## src/gppp_pkg.sv

```systemverilog
// Purpose: constants shared by the general purpose pin port
// Assumes: 32-bit register port, byte offsets, 25 MHz system clock
// Notes: pin_configuration offset is chosen here
package gppp_pkg;
    // ****************************************
    // register map
    // ****************************************
    localparam int GPPP_NPINS = 12;
    localparam logic [11:0] GPPP_OFS_CFG = 12'h1E0;
    localparam logic [11:0] GPPP_OFS_DATA_DIR = 12'h1E4;
    localparam logic [11:0] GPPP_OFS_SYSTEM_INTERRUPT_STATUS_EN = 12'h1E8;
    localparam logic [11:0] GPPP_OFS_SYS_STS = 12'h1EC;
    localparam logic [11:0] GPPP_OFS_SYS_EN = 12'h1F0;
    // ****************************************
    // field positions and reset values
    // ****************************************
    localparam int GPPP_POS_BUF = 0;
    localparam int GPPP_POS_POL8 = 12;
    localparam int GPPP_POS_POL9 = 13;
    localparam int GPPP_POS_EVOE = 14;
    localparam int GPPP_POS_INTPOL = 16;
    localparam int GPPP_POS_DIR = 16;
    localparam int GPPP_POS_DATA = 0;
    localparam int GPPP_POS_IEN = 16;
    localparam int GPPP_POS_ISTS = 0;
    localparam int GPPP_POS_PORT_INT = 12;
    localparam logic [11:0] GPPP_RST_BUF = 12'h000;
    localparam logic [11:0] GPPP_RST_DIR = 12'h000;
    localparam logic [11:0] GPPP_RST_DATA = 12'h000;
    localparam logic [11:0] GPPP_RST_IEN = 12'h000;
    localparam logic [11:0] GPPP_RST_INTPOL = 12'h000;
    localparam logic [1:0] GPPP_RST_EVOE = 2'h0;
    localparam logic GPPP_RST_POL = 1'b1;
    // ****************************************
    // timing
    // ****************************************
    localparam int GPPP_CLK_MHZ = 25;
    localparam int GPPP_MIN_LEVEL_NS = 40;
    localparam int GPPP_MIN_LEVEL_CYC =
        (GPPP_MIN_LEVEL_NS * GPPP_CLK_MHZ + 999) / 1000;
endpackage : gppp_pkg

```

## src/gppp_if.sv

```systemverilog
// Purpose: pin-facing bundle between core and pad driver
// Assumes: one clock domain
// Notes: carries per-pin requests, not wire levels
`timescale 1ns/100ps
interface gppp_if #(parameter int N = 12);
    logic [N-1:0] drive_en;   // pin is an output source
    logic [N-1:0] drive_val;  // level the source wants
    logic [N-1:0] push_pull;  // buffer type per pin
    modport core (output drive_en, output drive_val, output push_pull);
    modport pad (input drive_en, input drive_val, input push_pull);
endinterface : gppp_if

```

## src/gppp_port.sv

```systemverilog
// Purpose: twelve-pin general purpose port with level interrupts
// Assumes: pins and event inputs synchronous to clk_sys
// Notes: read data valid the cycle after rd_en only
//
// Local design decision: strobed register access.
`timescale 1ns/100ps
module gppp_port #(
    parameter int NPINS = gppp_pkg::GPPP_NPINS
) (
    input wire logic clk_sys,
    input wire logic reset,
    input wire logic [11:0] addr,
    input wire logic [31:0] wr_data,
    input wire logic wr_en,
    input wire logic rd_en,
    output logic [31:0] rd_data,
    input wire logic [NPINS-1:0] pin_in,
    output logic [NPINS-1:0] pin_out,
    output logic [NPINS-1:0] pin_oe,
    input wire logic [1:0] compare_event,
    output logic irq
);
    import gppp_pkg::*;

    // ****************************************
    // registers
    // ****************************************
    logic [NPINS-1:0] buffer_type_ff;
    logic [NPINS-1:0] pin_direction_ff;
    logic [NPINS-1:0] pin_data_ff;
    logic [NPINS-1:0] int_pol_ff;
    logic [NPINS-1:0] int_en_ff;
    logic [NPINS-1:0] system_interrupt_status_ff;
    logic [1:0] ev_oe_ff;
    logic ev_pol8_ff;
    logic ev_pol9_ff;
    logic sys_en_ff;
    logic [31:0] rd_data_ff;
    logic [NPINS-1:0] nxt_system_interrupt_status;
    logic [31:0] nxt_rd_data;

    // ****************************************
    // address decode
    // ****************************************
    wire sel_cfg = (addr == GPPP_OFS_CFG);
    wire sel_dd = (addr == GPPP_OFS_DATA_DIR);
    wire sel_ise = (addr == GPPP_OFS_SYSTEM_INTERRUPT_STATUS_EN);
    wire sel_ss = (addr == GPPP_OFS_SYS_STS);
    wire sel_se = (addr == GPPP_OFS_SYS_EN);

    // ****************************************
    // pin direction and driven value
    // ****************************************
    gppp_if #(.N(NPINS)) drv ();
    logic [NPINS-1:0] ev_force;
    logic [NPINS-1:0] ev_val;
    logic [NPINS-1:0] is_out;
    // event enable on pins 8/9 overrides the direction bit
    always_comb begin
        ev_force = '0;
        ev_val = '0;
        ev_force[8] = ev_oe_ff[0];
        ev_force[9] = ev_oe_ff[1];
        ev_val[8] = ev_pol8_ff ? compare_event[0] :
            ~compare_event[0];
        ev_val[9] = ev_pol9_ff ? compare_event[1] : ~compare_event[1];
    end
    assign is_out = pin_direction_ff | ev_force;
    assign drv.drive_en = is_out;
    // buffer type still applies to event pins
    assign drv.drive_val = (ev_force & ev_val) |
        (~ev_force & pin_data_ff);
    assign drv.push_pull = buffer_type_ff;

    gppp_pad #(.N(NPINS)) u_pad (
        .req(drv.pad),
        .pin_out(pin_out),
        .pin_oe(pin_oe)
    );

    // ****************************************
    // interrupt status
    // ****************************************
    // level sensed: a pin held active keeps status set after a clear
    wire [NPINS-1:0] int_src = ~(pin_in ^ int_pol_ff);
    wire [NPINS-1:0] sts_clr = (wr_en && sel_ise) ?
        wr_data[GPPP_POS_ISTS +: NPINS] : '0;
    // set beats clear in the same cycle, no enable gating here
    assign nxt_system_interrupt_status = (system_interrupt_status_ff & ~sts_clr) | int_src;
    wire port_int = |(system_interrupt_status_ff & int_en_ff);
    assign irq = port_int & sys_en_ff;

    // ****************************************
    // read mux
    // ****************************************
    wire [NPINS-1:0] data_rb = (is_out & pin_data_ff) |
        (~is_out & pin_in);
    always_comb begin
        nxt_rd_data = 32'h0000_0000;
        if (rd_en) begin
            if (sel_cfg) begin
                nxt_rd_data[GPPP_POS_BUF +: NPINS] = buffer_type_ff;
                nxt_rd_data[GPPP_POS_POL8] = ev_pol8_ff;
                nxt_rd_data[GPPP_POS_POL9] = ev_pol9_ff;
                nxt_rd_data[GPPP_POS_EVOE +: 2] = ev_oe_ff;
                nxt_rd_data[GPPP_POS_INTPOL +: NPINS] = int_pol_ff;
            end else if (sel_dd) begin
                nxt_rd_data[GPPP_POS_DATA +: NPINS] = data_rb;
                nxt_rd_data[GPPP_POS_DIR +: NPINS] = pin_direction_ff;
            end else if (sel_ise) begin
                nxt_rd_data[GPPP_POS_ISTS +: NPINS] = system_interrupt_status_ff;
                nxt_rd_data[GPPP_POS_IEN +: NPINS] = int_en_ff;
            end else if (sel_ss) begin
                nxt_rd_data[GPPP_POS_PORT_INT] = port_int;
            end else if (sel_se) begin
                nxt_rd_data[GPPP_POS_PORT_INT] = sys_en_ff;
            end
        end
    end
    assign rd_data = rd_data_ff;

    // ****************************************
    // register writes
    // ****************************************
    // configuration register
    always_ff @(posedge clk_sys) begin
        if (reset) begin
            buffer_type_ff <= GPPP_RST_BUF;
            ev_pol8_ff <= GPPP_RST_POL;
            ev_pol9_ff <= GPPP_RST_POL;
            ev_oe_ff <= GPPP_RST_EVOE;
            int_pol_ff <= GPPP_RST_INTPOL;
        end else if (wr_en && sel_cfg) begin
            buffer_type_ff <= wr_data[GPPP_POS_BUF +: NPINS];
            ev_pol8_ff <= wr_data[GPPP_POS_POL8];
            ev_pol9_ff <= wr_data[GPPP_POS_POL9];
            ev_oe_ff <= wr_data[GPPP_POS_EVOE +: 2];
            int_pol_ff <= wr_data[GPPP_POS_INTPOL +: NPINS];
        end
    end

    // data and direction register
    always_ff @(posedge clk_sys) begin
        if (reset) begin
            pin_direction_ff <= GPPP_RST_DIR;
            pin_data_ff <= GPPP_RST_DATA;
        end else if (wr_en && sel_dd) begin
            pin_direction_ff <= wr_data[GPPP_POS_DIR +: NPINS];
            pin_data_ff <= wr_data[GPPP_POS_DATA +: NPINS];
        end
    end

    // interrupt enables, status and global enable
    always_ff @(posedge clk_sys) begin
        if (reset) begin
            int_en_ff <= GPPP_RST_IEN;
            system_interrupt_status_ff <= '0;
            sys_en_ff <= 1'b0;
            rd_data_ff <= 32'h0000_0000;
        end else begin
            system_interrupt_status_ff <= nxt_system_interrupt_status;
            rd_data_ff <= nxt_rd_data;
            if (wr_en && sel_ise) begin
                int_en_ff <= wr_data[GPPP_POS_IEN +: NPINS];
            end
            if (wr_en && sel_se) begin
                sys_en_ff <= wr_data[GPPP_POS_PORT_INT];
            end
        end
    end

    // ****************************************
    // assertions
    // ****************************************
    // status: set by the level, dropped only by a one written to it
    a_status_sets: assert property (
        @(posedge clk_sys) disable iff (reset)
        int_src[0] |=> system_interrupt_status_ff[0])
        else $error("status not set by active level");
    a_status_clear: assert property (
        @(posedge clk_sys) disable iff (reset)
        (wr_en && sel_ise && wr_data[3] && !int_src[3]) |=> !system_interrupt_status_ff[3])
        else $error("write one did not clear status");
    a_status_keep: assert property (
        @(posedge clk_sys) disable iff (reset)
        (system_interrupt_status_ff[5] && !(wr_en && sel_ise && wr_data[5]))
        |=> system_interrupt_status_ff[5])
        else $error("status lost without a clear");
    a_status_quiet: assert property (
        @(posedge clk_sys) disable iff (reset)
        (!system_interrupt_status_ff[2] && !int_src[2]) |=> !system_interrupt_status_ff[2])
        else $error("status set without a source");
    a_status_no_en: assert property (
        @(posedge clk_sys) disable iff (reset)
        (int_src[7] && !int_en_ff[7]) |=> system_interrupt_status_ff[7])
        else $error("disabled pin did not set status");
    // cascade into the port bit and the system interrupt
    a_irq_gate: assert property (
        @(posedge clk_sys) disable iff (reset)
        irq == (sys_en_ff && |(system_interrupt_status_ff & int_en_ff)))
        else $error("irq does not match gated status");
    a_irq_no_src: assert property (
        @(posedge clk_sys) disable iff (reset)
        (int_en_ff == 12'h000) |-> !irq)
        else $error("irq with every source disabled");
    a_irq_no_global: assert property (
        @(posedge clk_sys) disable iff (reset)
        !sys_en_ff |-> !irq)
        else $error("irq without global enable");
    a_irq_pin3: assert property (
        @(posedge clk_sys) disable iff (reset)
        (sys_en_ff && system_interrupt_status_ff[3] && int_en_ff[3]) |-> irq)
        else $error("enabled pending pin gave no irq");
    // pin drivers: open-drain never drives high
    a_od_release: assert property (
        @(posedge clk_sys) disable iff (reset)
        (!buffer_type_ff[2] && pin_direction_ff[2] && pin_data_ff[2])
        |-> !pin_oe[2])
        else $error("open-drain pin driven for a one");
    a_od_low: assert property (
        @(posedge clk_sys) disable iff (reset)
        (pin_direction_ff[1] && !pin_data_ff[1])
        |-> pin_oe[1] && !pin_out[1])
        else $error("output zero not driven low");
    a_od_no_high: assert property (
        @(posedge clk_sys) disable iff (reset)
        (pin_oe & pin_out & ~buffer_type_ff) == 12'h000)
        else $error("open-drain pin driven high");
    a_push_out: assert property (
        @(posedge clk_sys) disable iff (reset)
        (buffer_type_ff[6] && pin_direction_ff[6])
        |-> pin_oe[6] && pin_out[6] == pin_data_ff[6])
        else $error("push-pull output wrong");
    a_input_float: assert property (
        @(posedge clk_sys) disable iff (reset)
        !pin_direction_ff[0] |-> !pin_oe[0])
        else $error("input pin driven");
    a_dir_only: assert property (
        @(posedge clk_sys) disable iff (reset)
        ((pin_oe & ~pin_direction_ff) & 12'hCFF) == 12'h000)
        else $error("plain pin driven without direction");
    // event pins 8 and 9
    a_event_pin8: assert property (
        @(posedge clk_sys) disable iff (reset)
        (ev_oe_ff[0] && buffer_type_ff[8])
        |-> pin_oe[8] && pin_out[8] == (compare_event[0] == ev_pol8_ff))
        else $error("pin 8 event level wrong");
    a_event_od: assert property (
        @(posedge clk_sys) disable iff (reset)
        (ev_oe_ff[1] && !buffer_type_ff[9])
        |-> pin_oe[9] == (compare_event[1] != ev_pol9_ff))
        else $error("pin 9 open-drain event wrong");
    a_event_od8: assert property (
        @(posedge clk_sys) disable iff (reset)
        (ev_oe_ff[0] && !buffer_type_ff[8])
        |-> !pin_out[8] && pin_oe[8] == (compare_event[0] != ev_pol8_ff))
        else $error("pin 8 open-drain event wrong");
    a_event_pp9: assert property (
        @(posedge clk_sys) disable iff (reset)
        (ev_oe_ff[1] && buffer_type_ff[9])
        |-> pin_oe[9] && pin_out[9] == (compare_event[1] == ev_pol9_ff))
        else $error("pin 9 push-pull event wrong");
    a_event_off8: assert property (
        @(posedge clk_sys) disable iff (reset)
        (!ev_oe_ff[0] && !pin_direction_ff[8]) |-> !pin_oe[8])
        else $error("pin 8 driven with event off");
    // register port: one-cycle read data, zero elsewhere
    a_read_data: assert property (
        @(posedge clk_sys) disable iff (reset)
        (rd_en && sel_dd && !pin_direction_ff[4])
        |=> rd_data[4] == $past(pin_in[4]))
        else $error("input level not read back");
    a_read_output: assert property (
        @(posedge clk_sys) disable iff (reset)
        (rd_en && sel_dd && pin_direction_ff[4])
        |=> rd_data[4] == $past(pin_data_ff[4]))
        else $error("written value not read back");
    a_read_dir: assert property (
        @(posedge clk_sys) disable iff (reset)
        (rd_en && sel_dd)
        |=> rd_data[GPPP_POS_DIR +: NPINS] == $past(pin_direction_ff))
        else $error("direction not read back");
    a_write_data: assert property (
        @(posedge clk_sys) disable iff (reset)
        (wr_en && sel_dd)
        |=> pin_data_ff == $past(wr_data[GPPP_POS_DATA +: NPINS]))
        else $error("data write lost");
    a_cfg_hold: assert property (
        @(posedge clk_sys) disable iff (reset)
        !(wr_en && sel_cfg)
        |=> $stable(buffer_type_ff) && $stable(int_pol_ff))
        else $error("configuration changed without a write");
    a_reserved_zero: assert property (
        @(posedge clk_sys) disable iff (reset)
        (rd_en && sel_dd) |=> rd_data[15:12] == 4'h0 && rd_data[31:28] == 4'h0)
        else $error("reserved bits not zero");
    a_reserved_ise: assert property (
        @(posedge clk_sys) disable iff (reset)
        (rd_en && sel_ise) |=> rd_data[15:12] == 4'h0 && rd_data[31:28] == 4'h0)
        else $error("status reserved bits not zero");
    a_unmapped_zero: assert property (
        @(posedge clk_sys) disable iff (reset)
        (rd_en && !(sel_cfg || sel_dd || sel_ise || sel_ss || sel_se))
        |=> rd_data == 32'h0000_0000)
        else $error("unmapped read not zero");
    a_read_idle: assert property (
        @(posedge clk_sys) disable iff (reset)
        !rd_en |=> rd_data == 32'h0000_0000)
        else $error("read data outside its cycle");
    // reset: checked without disable so the reset edge itself counts
    a_reset_values: assert property (
        @(posedge clk_sys)
        reset |=> ev_pol8_ff && ev_pol9_ff && buffer_type_ff == 12'h000
            && pin_direction_ff == 12'h000 && int_en_ff == 12'h000)
        else $error("registers not at reset values");
    a_reset_quiet: assert property (
        @(posedge clk_sys)
        reset |=> pin_oe == 12'h000 && !irq)
        else $error("pins or irq active after reset");
    // main scenarios
    c_irq_raised: cover property (@(posedge clk_sys) disable iff (reset)
        $rose(irq));
    c_event_out: cover property (@(posedge clk_sys) disable iff (reset)
        ev_oe_ff[0] && compare_event[0]);
    c_clear_hit: cover property (@(posedge clk_sys) disable iff (reset)
        system_interrupt_status_ff[3] ##1 !system_interrupt_status_ff[3]);
    c_od_event: cover property (@(posedge clk_sys) disable iff (reset)
        ev_oe_ff[0] && !buffer_type_ff[8] && !ev_pol8_ff && compare_event[0]);
    c_sts_no_en: cover property (@(posedge clk_sys) disable iff (reset)
        system_interrupt_status_ff[3] && !int_en_ff[3]);
endmodule : gppp_port

```

## src/gppp_pad.sv

```systemverilog
// Purpose: turns drive requests into pin output and enable
// Assumes: enable high while this block drives the pin
// Notes: open-drain only ever drives low
`timescale 1ns/100ps
module gppp_pad #(
    parameter int N = 12
) (
    gppp_if.pad req,
    output logic [N-1:0] pin_out,
    output logic [N-1:0] pin_oe
);
    import gppp_pkg::*;
    // ****************************************
    // buffer selection
    // ****************************************
    // open-drain releases the pin for a one, push-pull drives both levels while drive_en is set
    assign pin_out = req.drive_val & req.push_pull;
    assign pin_oe = req.drive_en & (req.push_pull | ~req.drive_val);
endmodule : gppp_pad

```

## config.mk

```make
export PLATFORM = sky130hd
export DESIGN_NAME = gppp_port
export DESIGN_NICKNAME = d
export VERILOG_FILES = /design/src/gppp_pkg.sv /design/src/gppp_if.sv /design/src/gppp_port.sv /design/src/gppp_pad.sv
export SDC_FILE = /design/constraint.sdc
export NUM_CORES = 1
export LEC_CHECK = 0
export ABC_CLOCK_PERIOD_IN_PS = 3400
export BUFFER_PORTS_ARGS = -buffer_cell sky130_fd_sc_hd__buf_2
export CORE_AREA = 5 5 97 189
export CTS_CLUSTER_SIZE = 14
export DETAILED_ROUTE_END_ITERATION = 8
export DIE_AREA = 0 0 102 194
export PLACE_DENSITY_LB_ADDON = 0.25
export SETUP_SLACK_MARGIN = 0.3
export SKIP_LAST_GASP = 1
export SYNTH_ARGS = -nofsm -noshare
export SYNTH_HDL_FRONTEND = slang
export SYNTH_HIERARCHICAL = 1
export SYNTH_SLANG_ARGS = --single-unit
```

## constraint.sdc

```tcl
create_clock -name clk_sys -period 3.4 [get_ports clk_sys]
set_input_delay 0.34 -clock clk_sys [delete_from_list [all_inputs] [get_ports clk_sys]]
set_output_delay 0.34 -clock clk_sys [all_outputs]
set_load 0.02 [all_outputs]
```

; ---- After elaboration in Yosys (flattened, before gate mapping)
; Cells that the tools add are included.
[op_classes]
eq_ne = 5
n_bitwise = 24
muxes = 13
reduce_logical = 7
[op_table]
columns = op, count
row1 = $and A12 B12 Y12, 7
row2 = $mux W12, 6
row3 = $eq A12 B9 Y1 const B, 5
row4 = $not A12 Y12, 4
row5 = $or A12 B12 Y12, 3
row6 = $mux W13, 1
row7 = $not A10 Y12, 1
row8 = $or A10 B12 Y12, 1
row9 = $or A12 B10 Y12, 1
row10 = $reduce_or A12 Y1, 1
row11 = $xor A12 B12 Y12, 1
row12 = $and A10 B10 Y10, 1
row13 = $mux W1, 6
row14 = $logic_and A1 B1 Y1, 4
row15 = $not A1 Y1, 4
row16 = $reduce_or A3 Y1, 1
row17 = $reduce_or A2 Y1, 1
row18 = $and A1 B1 Y1, 1
[word_totals]
output_inout_bits = 57
word_cells = 62
register_bits = 109
inputBits = 62

; ---- Depth between registers and ports, before layout
[logic_depth]
word_depth = 7
depth_mapped = 7
mapped_depth_nobuf = 5

; ---- Cells and area by module
; The synthesis kept the hierarchy.
[by_module_without_submodules]
columns = module, area_each_um2, seq_area_each_um2, cells_each, n_inst
row1 = gppp_port, 4491.8, 2102.0, 532, 1
row2 = gppp_pad, 224.0, 0.0, 36, 1

; ---- Least setup slack after synthesis
; OpenSTA, ideal clock, no wires.
[synth_path]
kind = input to register
from = input port addr[1]
to = register rd_data_ff[16], in the netlist rd_data[16]
t_required_ns = 3.334
setup_ns = 0.066
setup_slack_ns = 1.555
n_path_buf = 2
stages = 7
arrival_time_ns = 1.779
cell_sequence = or4b_4 nor4_4 and2b_1 buf_6 buf_12 a22oi_2 nor2_2
[synth_via]
elab_chain_len = 4
elab_cells_between_ends = 6
classes_between = eq/ne (3) / mux (3)
[synth_lines]
columns = element, line
row1 = start: declaration, gppp_port.sv:12  ; input wire logic [11:0] addr,
row2 = $eq A12 B9 Y1, gppp_port.sv:47  ; wire sel_ise = (addr == GPPP_OFS_SYSTEM_INTERRUPT_STATUS_EN);
row3 = $mux W12, gppp_port.sv:110  ; end else if (sel_ise) begin
row4 = $mux W12, gppp_port.sv:107  ; end else if (sel_dd) begin
row5 = $mux W12 (*), gppp_port.sv:101  ; if (sel_cfg) begin
row6 = end signal: assignment, gppp_port.sv:162  ; rd_data_ff <= nxt_rd_data;
row7 = end: declaration, gppp_port.sv:38  ; logic [31:0] rd_data_ff;
; Every way passes the cells marked *; elsewhere a longest branch is shown, timed or not.
; A chain may end at the register's enable or synchronous reset.

; ---- Final worst setup path
[layout_path]
from = register system_interrupt_status_ff[7]
to = output port irq
[layout_via]
elab_chain_len = 3
[layout_lines]
columns = element, line
row1 = start: declaration, gppp_port.sv:33  ; logic [NPINS-1:0] system_interrupt_status_ff;
row2 = start signal: assignment, gppp_port.sv:161  ; system_interrupt_status_ff <= nxt_system_interrupt_status;
row3 = $and A12 B12 Y12, gppp_port.sv:90  ; wire port_int = |(system_interrupt_status_ff & int_en_ff);
row4 = $reduce_or A12 Y1, gppp_port.sv:90
row5 = $and A1 B1 Y1, gppp_port.sv:91  ; assign irq = port_int & sys_en_ff;
row6 = end: declaration, gppp_port.sv:21  ; output logic irq
; No other way between the ends.

==> metrics.md <==
| Metric | Value |
|---|---|
| Die width | 102 um |
| Final antenna-violating net count | 0 |
| Worst Setup Start Kind | flop |
| Combinational power share | 5.5% |
| Crit-path cells | a22o_1 > a221oi_1 > and3_1 > nor2b_1 > buf_2 |
| Slew Viols, Final | 0 |
| CP peak stage delay | about 340 ps |
| Switching share of power | 24.1% |
| Final hold viol count | 0 |
| Clock root buffer | clkbuf_16 |
| Count of final setup violators | 0 |
| Share of total power in the clock network | 43.7% |
| Routed wire length | 15.2 mm |
| Row count | 67 |
| Vias/cell | 4.86 |
| Main synth FF type | dfxtp_1 |
| Synthesized cell area | ~4700 um^2 |
| Final routed DRC violation total | 0 |
| Critical Path Slowest Stage Cell | dfxtp_1 |
| Worst Skew | ~9.6 ps |
| Setup TNS | 0 ps |
| Hold crit path type | input pin to flop |
| CTS tree | built |
| Area added between synthesis and finish | 21.5% |
| Min cycle time layout | 2110 ps |
| CP endpoint kind | output port |
| GP Congestion | 0.789 |
| Die Ht | 194 um |
| Achievable Freq | 0.475 GHz |
| Resized cells post-CTS | 0 |
| Layout cells sized above 1 | ~29% |
| Crit share post-route | 61.9% |
| Vias | 4,271 |
| Die Area | 19,800 um^2 |
| Grt ovf | 0 |
| Initial DRT Pass Iterations | 5 |
| Sequential power share | 50.9% |
| Arr. time, crit path | 1770 ps |
| Nets | 727 |
| Run status | completed |
| Delay-heaviest family, CP | compound AO/OA/AOI/OAI gates |
| DRT iter0 DRCs | between 200 and 300 |
| Post-DP HPWL | between 10 and 15 mm |
| First-pass GRT wire length | between 20 and 25 mm |
| RSZ-0062 raised after global routing | no |
| Fraction of registers with async set/reset | 0% |
| Reg clk slew, reported paths | 70 ps |
| Post-layout util | 34.3% |
| Worst-Margin Slew | 840 ps |
| Flops & latches, synth | 105 |
| Drt wl/cell | 17.3 um |
| Initial Util | between 20 and 30% |
| Distinct cells, synth | 45 |
| IO Port Bufs | 110 |
| Total GRT Usage | 15.7% |
| WP data required | just over 3000 ps |
| Post-DP Area | 5420 um^2 |
| Power per standard cell area | 429 nW/um^2 |
| Cts bufs inserted | 9 |
| H-Tree Depth | 3 |
| CP Class | flop to output port |
| CP max FO | 3 |
| Post-CTS Setup Repair Bufs | 0 |
| Leakage | 2.16 nW |
| DP Worst Slack | between 1000 and 1500 ps |
| I/O pin total | approximately 120 |
| Syn avg cell area | 8.30 um^2 |
| Max Cap Viol | 0 |
| Design Area, Final | approximately 5700 um^2 |
| Vias in the first global route | 4,428 |
| Largest net degree at the start of global routing | 78 |
| Hold-fix buffers at CTS | 0 |
| Core area | 16,700 um^2 |
| Max VDD drop | 0.273 mV |
| Sequential element share of the synthesized area | between 40% and 50% |
| Clk_lat worst skew | 350 ps |
| Int Power | 1.87 mW |
| Antenna violations before repair | 1 |
| Slew margin rel. | between 40% and 50% |
| EDFF count, synth | 0 |
| Max Root-Sink Buffers | 2 |
| Mapped Cells | between 500 and 600 |
| Final worst setup slack | approximately 1300 ps |
| Buf+Inv Stages, Crit Path | 1 |
| Synthesis Warnings | 6 |
| Clk sinks | roughly 110 |
| Sw Pwr | 593 uW |
## per-stage QoR
step / total power, mW / hold WS [ps] / cells
4_1_cts: 2.48 / 197 / 877
3_5_place_dp: 1.41 / 466 / 861
2_1_floorplan: 1.34 / 436 / 571
6_report: 2.46 / 208 / 878
3_3_place_gp: 1.41 / 452 / 861
5_1_grt: 2.55 / 202 / 878
## cells by family (layout without fill, tap and decap cells)
kind of cell / count (synthesis) / count (layout) / share of synthesized area [%]
AND/OR/NAND/NOR: 239 / 239 / 23.7
XOR/XNOR: 14 / 14 / 2.60
buffers and inverters: 52 / 151 / 5.47
AO/OA/AOI/OAI: 130 / 130 / 17.4
flip-flops: 105 / 105 / 44.6
multiplexers: 27 / 27 / 6.21
other: 1 / 5 / 0.0795
## registers in the layout, indices dropped and copies added (netlist names)
signal / cells
ev_oe_ff: 2
int_en_ff: 12
system_interrupt_status_ff: 12
ev_pol8_ff: 1
buffer_type_ff: 12
ev_pol9_ff: 1
rd_data: 28
pin_data_ff: 12
sys_en_ff: 1
pin_direction_ff: 12
int_pol_ff: 12
## power groups by stage
| stage | registers (mW) | clock network [mW] | logic (mW) |
|---|---|---|---|
| 6_report | 1.25 | 1.07 | 0.135 |
| 3_3_place_gp | 1.28 | 0 | 0.132 |
| 5_1_grt | 1.25 | 1.15 | 0.148 |
| 3_5_place_dp | 1.28 | 0 | 0.134 |
| 4_1_cts | 1.25 | 1.10 | 0.135 |
| 2_1_floorplan | 1.27 | 0 | 0.0708 |
## cells in the mapped netlist, drive strengths merged (2+ instances only)
cell    instances  area share, %
buf            17            2.7
clkbuf         22            1.8
nor2           43            4.1
o211ai          2           0.32
a32oi           4           0.74
a221oi          3           0.56
mux2           18            4.3
mux2i           9            1.9
nand3b          3           0.48
dfxtp         105             45
nor4b           2           0.37
xnor2          14            2.6
nor4            3           0.85
a22o            3           0.56
and2           15            2.3
a21boi         12            1.9
nand3           3           0.32
and3            2           0.27
nand2         147             12
nand4           4           0.53
or4             2           0.32
a21oi          88            9.3
inv            13            1.0
and4            4           0.74
or2             3           0.40
a22oi          18            3.9
nor2b           2           0.27
## path summary, 6_finish.rpt
check,slack [ps],cells past startpoint,from,to
hold / removal,210,3,wr_data[13],ev_pol9_ff$_SDFFE_PP1P_
setup reg to reg,1890,5,system_interrupt_status_ff[7]$_SDFF_PP0_,rd_data[12]$_SDFF_PP0_
hold reg to reg,470,2,pin_data_ff[9]$_SDFFE_PP0P_,pin_data_ff[9]$_SDFFE_PP0P_
setup / recovery,1290,5,system_interrupt_status_ff[7]$_SDFF_PP0_,irq
## layout make-up
class / instances / area, um^2
fillers: 1722 / 11000
clock buffers: 9 / 225
well taps: 207 / 259
repair buffers: 122 / 641
clock inverters: 7 / 76.3
diodes: 1 / 2.50
multi-input cells: 414 / 2370
flip-flops and latches: 105 / 2100
inverters: 13 / 48.8
## metal layers
layer / GRT usage, % / vias to the layer above / part of all wire (%) / wire [um]
li1: - / 2099 / - / -
met1: 17.1 / 1989 / 36 / 5450
met2: 28.0 / 149 / 55 / 8290
met3: 2.63 / 34 / 5.4 / 824
met4: 8.37 / 0 / 4.1 / 629
met5: 0 / - / 0 / 0
## layout by cell type (no fill, tap or decap), types with 2 or more instances in the layout
cell	Yosys	routed
a22o_1	3	3
nor4b_1	2	2
conb_1	1	4
and4_1	4	4
nor2b_1	2	2
and2_2	11	11
dfxtp_1	105	105
a21oi_1	88	88
nor2_1	32	32
clkbuf_16	0	9
buf_4	8	12
a221oi_1	3	3
clkinvlp_4	0	2
inv_1	13	13
mux2_2	18	18
inv_6	0	2
nor4_2	1	2
or2_2	3	3
and2_1	4	4
or4_1	2	2
o211ai_1	2	2
nand4_1	4	4
nand2_1	147	147
nand3_1	3	3
mux2i_1	9	9
a22oi_2	10	10
a32oi_1	4	4
buf_2	6	110
xnor2_1	14	14
a21boi_1	12	12
and3_1	2	2
nor2_2	10	10
a22oi_1	8	8
nand3b_1	3	3
## worst min-delay path, delay by kind of cell
family,cells,cell delay (ps)
and+or+nand+nor,2,100
buffers and inverters,1,80
(Power assumes the default switching activity.)
